`src/hw/cbx_cfg.svh`:
```
`ifndef CBX_CFG_SVH
`define CBX_CFG_SVH

// High-byte opcodes of the four conditional branches.
`define CBX_OP_CSET 8'he2
`define CBX_OP_NSET 8'he6
`define CBX_OP_CCLR 8'he3
`define CBX_OP_NCLR 8'he7
// High nibble of the bit-clear instruction.
`define CBX_OP_BITCLR 4'h9

// Instruction word field positions.
`define CBX_IW_W 16
`define CBX_HI_MSB 15
`define CBX_HI_LSB 8
`define CBX_NIB_LSB 12
`define CBX_BIT_MSB 11
`define CBX_BIT_LSB 9
`define CBX_A_POS 8
`define CBX_LIT_W 8

// Data memory addressing.
`define CBX_DADDR_W 12
`define CBX_BANK_W 4
`define CBX_ILO_MAX 8'h5f
`define CBX_ACC_SPLIT 8'h60
`define CBX_ACC_LO_BANK 4'h0
`define CBX_ACC_HI_BANK 4'hf

// Program counter advance past a single-word instruction, in bytes.
`define CBX_PC_STEP 2
// Last index of the four idle cycles after a taken branch.
`define CBX_NOP_LAST 2'h3
// Single-bit mask seed for the bit-clear operation.
`define CBX_BIT_ONE 8'h01

`endif

```
`src/hw/cbx_pkg.sv`:
```
package cbx_pkg;

   // Instructions that this block executes; everything else is foreign.
   typedef enum logic [2:0] {
      OP_NONE,
      OP_CSET,
      OP_NSET,
      OP_CCLR,
      OP_NCLR,
      OP_BITCLR
   } cbx_op_e;

   // One state for each quarter of the instruction cycle, plus the
   // four dead cycles that follow a taken branch.
   typedef enum logic [2:0] {
      ST_IDLE,
      ST_Q1,
      ST_Q2,
      ST_Q3,
      ST_Q4,
      ST_NOP
   } cbx_st_e;

endpackage : cbx_pkg

```
`src/hw/cbx_addr_if.sv`:
```
`timescale 1ns/1ps
`include "cbx_cfg.svh"

// Operand fields going to the address resolver and its answer back.
interface cbx_addr_if;
   logic [`CBX_LIT_W-1:0] f;
   logic a;
   logic [`CBX_BANK_W-1:0] bank;
   logic ext_en;
   logic [`CBX_DADDR_W-1:0] fsr2;
   logic [`CBX_DADDR_W-1:0] addr;
   logic ilo;

   modport requester(output f, a, bank, ext_en, fsr2, input addr, ilo);
   modport resolver(input f, a, bank, ext_en, fsr2, output addr, ilo);
endinterface : cbx_addr_if

```
`src/hw/cbx_addr_res.sv`:
```
`timescale 1ns/1ps
`include "cbx_cfg.svh"

module cbx_addr_res import cbx_pkg::*; (
   cbx_addr_if.resolver bus // Operand fields in, data address out.
);

   // Pure decode so the address is ready within the decode quarter.
   // The split of the access bank into low RAM and high special
   // registers is fixed here and shared by every byte instruction.
   always_comb begin
      bus.ilo = 1'h0;
      if (bus.a) begin
         bus.addr = {bus.bank, bus.f};
      end else if (bus.ext_en && (bus.f <= `CBX_ILO_MAX)) begin
         // Indexed literal offset: the literal is added to the pointer.
         bus.ilo = 1'h1;
         bus.addr = bus.fsr2 + {{(`CBX_DADDR_W-`CBX_LIT_W){1'h0}}, bus.f};
      end else if (bus.f < `CBX_ACC_SPLIT) begin
         bus.addr = {`CBX_ACC_LO_BANK, bus.f};
      end else begin
         bus.addr = {`CBX_ACC_HI_BANK, bus.f};
      end
   end

endmodule : cbx_addr_res

```
`src/hw/cbx_exec.sv`:
```
`timescale 1ns/1ps
`include "cbx_cfg.svh"

module cbx_exec import cbx_pkg::*; #(
   parameter int PC_W = 21 // Program counter width in bits.
) (
   input wire logic clk_i, // Core clock, 20 MHz.
   input wire logic rst_i, // Asynchronous reset, active high.
   input wire logic instr_valid_i, // Instruction word offered.
   input wire logic [`CBX_IW_W-1:0] instr_i, // Instruction word.
   input wire logic [PC_W-1:0] instr_addr_i, // Address of that word.
   output logic instr_ready_o, // Word is taken this cycle.
   input wire logic carry_i, // Carry flag.
   input wire logic negative_i, // Negative flag.
   input wire logic ext_set_en_i, // Extended instruction set on.
   input wire logic [`CBX_BANK_W-1:0] bank_sel_i, // Bank register.
   input wire logic [`CBX_DADDR_W-1:0] fsr2_i, // Index pointer.
   output logic pc_wr_o, // Program counter load strobe.
   output logic [PC_W-1:0] pc_o, // Program counter load value.
   output logic dmem_rd_o, // Data memory read strobe.
   output logic dmem_wr_o, // Data memory write strobe.
   output logic [`CBX_DADDR_W-1:0] dmem_addr_o, // Data address.
   input wire logic [`CBX_LIT_W-1:0] dmem_rdata_i, // Read data.
   output logic [`CBX_LIT_W-1:0] dmem_wdata_o, // Write data.
   output logic indexed_o, // Operand came from indexed mode.
   output logic status_wr_o, // Status flag write, never raised.
   output logic done_o, // Last cycle of the instruction.
   output logic unsupported_o // Finished word was not ours.
);

   cbx_st_e st_q, st_d;
   cbx_op_e op_q, op_d;
   logic [`CBX_IW_W-1:0] ir_q, ir_d;
   logic [PC_W-1:0] ia_q, ia_d;
   logic take_q, take_d;
   logic [1:0] cnt_q, cnt_d;
   logic [`CBX_LIT_W-1:0] rdat_q, rdat_d;
   logic [`CBX_LIT_W-1:0] wdat_q, wdat_d;
   logic [`CBX_DADDR_W-1:0] addr_q, addr_d;
   logic ilo_q, ilo_d;
   logic [PC_W-1:0] pc_q, pc_d;
   logic pcwr_q, pcwr_d;
   logic rd_q, rd_d;
   logic wr_q, wr_d;
   logic accept;
   logic [PC_W-1:0] br_disp;
   logic [PC_W-1:0] br_tgt;
   logic [`CBX_LIT_W-1:0] clr_mask;

   // Opcode decode, shared by the accept path and the checks below.
   function automatic cbx_op_e decode_op(
      input logic [`CBX_IW_W-1:0] iw
   );
      cbx_op_e op;
      op = OP_NONE;
      if (iw[`CBX_HI_MSB:`CBX_NIB_LSB] == `CBX_OP_BITCLR) begin
         op = OP_BITCLR;
      end else if (iw[`CBX_HI_MSB:`CBX_HI_LSB] == `CBX_OP_CSET) begin
         op = OP_CSET;
      end else if (iw[`CBX_HI_MSB:`CBX_HI_LSB] == `CBX_OP_NSET) begin
         op = OP_NSET;
      end else if (iw[`CBX_HI_MSB:`CBX_HI_LSB] == `CBX_OP_CCLR) begin
         op = OP_CCLR;
      end else if (iw[`CBX_HI_MSB:`CBX_HI_LSB] == `CBX_OP_NCLR) begin
         op = OP_NCLR;
      end
      return op;
   endfunction : decode_op

   // Branch test against the flag level seen in the process quarter.
   function automatic logic branch_taken(
      input cbx_op_e op,
      input logic c,
      input logic n
   );
      logic t;
      t = 1'h0;
      unique case (op)
         OP_CSET: t = c;
         OP_NSET: t = n;
         OP_CCLR: t = !c;
         OP_NCLR: t = !n;
         OP_BITCLR, OP_NONE: t = 1'h0;
      endcase
      return t;
   endfunction : branch_taken

   // The operand address is resolved from the live bank and pointer
   // during the decode quarter and then held for the whole cycle.
   cbx_addr_if aif();

   assign aif.f = ir_q[`CBX_LIT_W-1:0];
   assign aif.a = ir_q[`CBX_A_POS];
   assign aif.bank = bank_sel_i;
   assign aif.ext_en = ext_set_en_i;
   assign aif.fsr2 = fsr2_i;

   cbx_addr_res u_addr_res (
      .bus(aif.resolver)
   );

   // Doubled, sign-extended offset; bit 0 of the offset is always zero.
   assign br_disp = {{(PC_W-`CBX_LIT_W-1){ir_q[`CBX_LIT_W-1]}},
                     ir_q[`CBX_LIT_W-1:0], 1'h0};
   // The base is the branch address plus one word, since the counter
   // has already moved on by the time the branch is seen.
   assign br_tgt = ia_q + PC_W'(`CBX_PC_STEP) + br_disp;
   assign clr_mask = ~(`CBX_BIT_ONE << ir_q[`CBX_BIT_MSB:`CBX_BIT_LSB]);

   // Handshake: a new word may enter in the last cycle of the previous
   // one, so instructions can follow back to back with no gap.
   assign done_o = ((st_q == ST_Q4) && !take_q) ||
                   ((st_q == ST_NOP) && (cnt_q == `CBX_NOP_LAST));
   assign instr_ready_o = (st_q == ST_IDLE) || done_o;
   assign accept = instr_valid_i && instr_ready_o;
   assign unsupported_o = done_o && (op_q == OP_NONE);

   // Neither the branches nor the bit clear touch the flags.
   assign status_wr_o = 1'h0;

   // Next-state logic for the four quarters and the four dead cycles.
   always_comb begin
      st_d = st_q;
      op_d = op_q;
      ir_d = ir_q;
      ia_d = ia_q;
      take_d = take_q;
      cnt_d = cnt_q;
      rdat_d = rdat_q;
      wdat_d = wdat_q;
      addr_d = addr_q;
      ilo_d = ilo_q;
      pc_d = pc_q;
      pcwr_d = 1'h0;
      rd_d = 1'h0;
      wr_d = 1'h0;
      unique case (st_q)
         ST_IDLE: begin
            st_d = ST_IDLE;
         end
         ST_Q1: begin
            // Decode quarter: latch the operand address.
            st_d = ST_Q2;
            addr_d = aif.addr;
            ilo_d = aif.ilo;
            rd_d = (op_q == OP_BITCLR);
         end
         ST_Q2: begin
            // Read quarter: capture the target register.
            st_d = ST_Q3;
            if (op_q == OP_BITCLR) begin
               rdat_d = dmem_rdata_i;
            end
         end
         ST_Q3: begin
            // Process quarter: decide the branch, build the result.
            st_d = ST_Q4;
            take_d = branch_taken(op_q, carry_i, negative_i);
            if (take_d) begin
               pc_d = br_tgt;
               pcwr_d = 1'h1;
            end
            if (op_q == OP_BITCLR) begin
               wdat_d = rdat_q & clr_mask;
               wr_d = 1'h1;
            end
         end
         ST_Q4: begin
            // A taken branch flushes the prefetched word with a NOP.
            if (take_q) begin
               st_d = ST_NOP;
               cnt_d = 2'h0;
            end else begin
               st_d = ST_IDLE;
            end
         end
         ST_NOP: begin
            cnt_d = cnt_q + 2'h1;
            if (cnt_q == `CBX_NOP_LAST) begin
               st_d = ST_IDLE;
            end
         end
      endcase
      if (accept) begin
         st_d = ST_Q1;
         ir_d = instr_i;
         ia_d = instr_addr_i;
         op_d = decode_op(instr_i);
         take_d = 1'h0;
      end
   end

   // State registers only; all decisions are made above.
   always_ff @(posedge clk_i or posedge rst_i) begin
      if (rst_i) begin
         st_q <= ST_IDLE;
         op_q <= OP_NONE;
         ir_q <= '0;
         ia_q <= '0;
         take_q <= 1'h0;
         cnt_q <= 2'h0;
         rdat_q <= '0;
         wdat_q <= '0;
         addr_q <= '0;
         ilo_q <= 1'h0;
         pc_q <= '0;
         pcwr_q <= 1'h0;
         rd_q <= 1'h0;
         wr_q <= 1'h0;
      end else begin
         st_q <= st_d;
         op_q <= op_d;
         ir_q <= ir_d;
         ia_q <= ia_d;
         take_q <= take_d;
         cnt_q <= cnt_d;
         rdat_q <= rdat_d;
         wdat_q <= wdat_d;
         addr_q <= addr_d;
         ilo_q <= ilo_d;
         pc_q <= pc_d;
         pcwr_q <= pcwr_d;
         rd_q <= rd_d;
         wr_q <= wr_d;
      end
   end

   // Data outputs straight from their flops.
   assign pc_o = pc_q;
   assign pc_wr_o = pcwr_q;
   assign dmem_rd_o = rd_q;
   assign dmem_wr_o = wr_q;
   assign dmem_addr_o = addr_q;
   assign dmem_wdata_o = wdat_q;
   assign indexed_o = ilo_q;
endmodule : cbx_exec

```
`config.mk`:
```
export PLATFORM = sky130hd
export DESIGN_NAME = cbx_exec
export DESIGN_NICKNAME = d
export VERILOG_FILES = /design/src/hw/cbx_pkg.sv /design/src/hw/cbx_addr_if.sv /design/src/hw/cbx_addr_res.sv /design/src/hw/cbx_exec.sv
export VERILOG_INCLUDE_DIRS = /design/src /design/src/hw
export SDC_FILE = /design/constraint.sdc
export NUM_CORES = 1
export LEC_CHECK = 0
export ABC_CLOCK_PERIOD_IN_PS = 2500
export BUFFER_PORTS_ARGS = -buffer_cell sky130_fd_sc_hd__clkbuf_2
export CAP_MARGIN = 10
export CORE_ASPECT_RATIO = 1.5
export CORE_MARGIN = 8
export CORE_UTILIZATION = 35
export CTS_BUF_LIST = sky130_fd_sc_hd__clkbuf_8
export DETAILED_ROUTE_END_ITERATION = 6
export PLACE_DENSITY_LB_ADDON = 0.05
export SLEW_MARGIN = 5
export SYNTH_ARGS = -nofsm -noshare
export SYNTH_HDL_FRONTEND = slang
export SYNTH_SLANG_ARGS = --single-unit
```
`constraint.sdc`:
```
create_clock -name clk_i -period 2.5 [get_ports clk_i]
set_input_delay 0 -clock clk_i [delete_from_list [all_inputs] [get_ports clk_i]]
set_output_delay 0 -clock clk_i [all_outputs]
set_load 0.02 [all_outputs]
```
==> reports/results.txt <==
Global route total overflow -> 0
Flop2flop setup slack -> -0.05 ns
Synth Cell Area -> 5350 sq um
Clk root buf -> clkbuf_8
Post-route cell area -> 7620 sq um
Power after layout -> 11.8 mW
# fillers -> 1429
Rel. slew slack -> 0.470
Routed wire per std cell -> 16.0 um
# setup viols final -> 3
Crit-path slowest cell -> or4_1
Slew @ Worst Pin -> 0.794 ns
Number of global-route vias before repair -> 4939
Row count -> 55
Placed wire-length estimate -> 11500 um
#FFs+latches synth -> 95
Maximum fanout along the worst path -> 2
# H-tree levels -> 3
Cells after synthesis -> 523
Sequential area share after synthesis -> 0.445
Min-Delay Path Class -> primary input to flop
Post-route worst setup slack -> -0.0535 ns
Clk_lat worst skew -> 0.37 ns
Violated checks -> negative setup slack
Syn_nets -> 638
Final wirelength -> 15000 um
Status -> finished with violations
Slew Limit Fails -> 0
P&R area growth vs syn -> 42.5%
Fin Hold WS -> 0.0266 ns
Placed cells -> 861
Delay-heaviest family, CP -> adder cells
Starting Density -> 0.356
DR pass1 iterations -> 4
Peak Freq -> 0.392 GHz
Die H -> 167 um
Synth warn -> 0
Lkg Pwr -> 3.61 nW
Io pins -> 116
Multi-input logic area -> 3200 sq um
Antenna cell count -> 0
DR DRC count -> 0
Top cell type's share of synthesized area -> 0.445
Die ar. -> 19600 sq um
Commonest cells after routing, fill and taps aside -> clkbuf_2, dfrtp_1, nand2_1, buf_4, dlygate4sd3_1
Top_reg_cell synth -> dfrtp_1
Fin crit period -> 2.55 ns
Clock Skew -> 0.0117 ns
Worst Path Required -> 2.80 ns
Iter 0 DRT Violations -> 142
Tcrit/Tclk final -> 1.02
GP Congestion -> 0.803
Leading post-synthesis cells by cell area -> dfrtp_1, ha_1, mux2_2, o21ai_0, nand2_1
EDFF count, synth -> 0
Chip width -> 117 um
All-Layer GR Usage -> 0.158
Type of origin of the critical path -> flop
CP arrival -> 2.86 ns
Crit Path Class -> flop to flop
Mapped Avg Cell Area -> 10.2 sq um
CTS tree -> yes
Critical Path End Type -> flop
First-pass GRT wire length -> 24400 um
CP max stage delay -> 0.46 ns
CP bufs+invs -> 1
Utilization after layout -> 0.508
Cell Area, Placed -> 6480 sq um
Vias/cell -> 4.97
Clk sinks -> 95
Layout net count -> 849
Reg area -> 2380 sq um
Max-Cap Viols -> 0
Cell taking the most area after synthesis -> dfrtp_1
Routed Antenna Nets -> 0
Clk buf depth -> 2
RSZ-0062 raised after global routing -> yes
Final Hold Viols -> 0
Pwr dens -> 1540 nW/um^2
Routed vias -> 4665
PortBufs -> 114
Worst-path cell chain -> ha_1 > ha_2 > inv_2 > fa_2 > and2b_1 > o2111ai_2 > a31oi_2 > a211oi_2 > or4_1 > nand3_1
Commonest non-fill, non-tap cell in the layout -> clkbuf_2
Antenna violations before repair -> 0
Yosys cell types -> 57
VDD IR max -> 0.000792 V
Core ar. -> 15000 sq um
Clock-pin slew on the worst setup and hold paths -> 0.10 ns
Layout cells sized above 1 -> 0.379
CTS buffer count -> 9
Largest net degree at the start of global routing -> 42
Final Non-Filler Cells -> 938
FFs w/ async S/R, synth -> 1.00
routing by layer:
layer | vias up | part of all wire | GRT usage
met5 | - | 0 | 0
met4 | 0 | 0.0083 | 0.0386
met3 | 10 | 0.051 | 0.0252
met2 | 97 | 0.54 | 0.295
met1 | 2250 | 0.40 | 0.178
li1 | 2308 | - | -
registers in the layout (all words and copies together) (netlist names):
| name | count |
|---|---|
| take_q | 1 |
| op_q | 3 |
| rdat_q | 8 |
| cnt_q | 2 |
| ia_q | 21 |
| dmem_wdata_o | 8 |
| ir_q | 12 |
| dmem_rd_o | 1 |
| pc_wr_o | 1 |
| dmem_addr_o | 12 |
| dmem_wr_o | 1 |
| indexed_o | 1 |
| st_q | 3 |
| pc_o | 21 |
Yosys cell counts, drive strengths merged, types with 2 or more instances:
master / n
nor2b: 6
a211oi: 3
xnor2: 9
o2111ai: 3
buf: 6
a21o: 13
nand2b: 3
a31oi: 5
mux2: 41
mux2i: 4
or2: 2
or4: 2
inv: 18
or3: 5
clkbuf: 12
o31ai: 4
and3: 3
a32o: 2
o41ai: 2
fa: 2
dfrtp: 95
nor2: 21
nand4: 2
nor3: 14
nand3: 11
o21a: 3
ha: 46
o211ai: 5
nand3b: 2
xor2: 14
a21oi: 26
o311ai: 2
and2: 4
nand2: 60
o21ai: 54
metrics by stage:
step                      setup WS, ns  TNS, ns
after detailed placement        -0.161   -0.489
after global routing            -0.176   -0.631
final                          -0.0535   -0.112
after floorplan                 -0.127   -0.127
after global placement         -0.0766   -0.159
after CTS                       -0.123   -0.215
cell families (layout without fill, tap and decap cells):
kind of cell / Yosys count / after routing / share of synthesized area
and+or+nand+nor: 142 / 142 / 0.127
AOI/OAI and AO/OA: 133 / 133 / 0.154
DFF: 95 / 95 / 0.445
adders and majority gates: 48 / 48 / 0.115
muxes: 45 / 45 / 0.0938
buffers and inverters: 36 / 252 / 0.0271
xor gates and xnor gates: 23 / 23 / 0.0377
other: 1 / 1 / 0.000701
tightest hold or removal path, delay by kind of cell:
kind	cells	cell delay, ns
xor+xnor	1	0.19
compound gates	1	0.08
buf+inv	1	0.08
final timing paths:
kind | cells after the start | endpoint | startpoint
setup / recovery | 10 | pc_o[18] | ir_q[1]
hold / removal | 3 | dmem_addr_o[11] | fsr2_i[11]
setup reg to reg | 10 | pc_o[18] | ir_q[1]
hold reg to reg | 2 | dmem_addr_o[5] | dmem_addr_o[5]
max in group asynchronous | 4 | ia_q[10] | rst_i
min in group asynchronous | 3 | dmem_addr_o[11] | rst_i
final cells by class:
cell class | count | share of cell area
clock buffers | 10 | 0.0181
inverters | 18 | 0.00936
flip-flops and latches | 95 | 0.312
multi-input cells | 392 | 0.420
well taps | 199 | 0.0327
clock inverters | 6 | 0.00821
repair buffers | 218 | 0.199
report_power, final:
group,switching (mW),internal [mW]
Combinational,4.03,3.97
Sequential,0.493,2.27
Clock,0.598,0.415
Total,5.12,6.65
timing repair:
item                                   4_1_cts  5_1_grt
hold buffers                                49        0
gates resized for setup                     28       32
endpoints found under the hold margin       80        0
pin swaps                                   19       15
setup endpoints to repair                    7       13
buffers inserted                             9        4
Power figures use the tool's default switching activity.
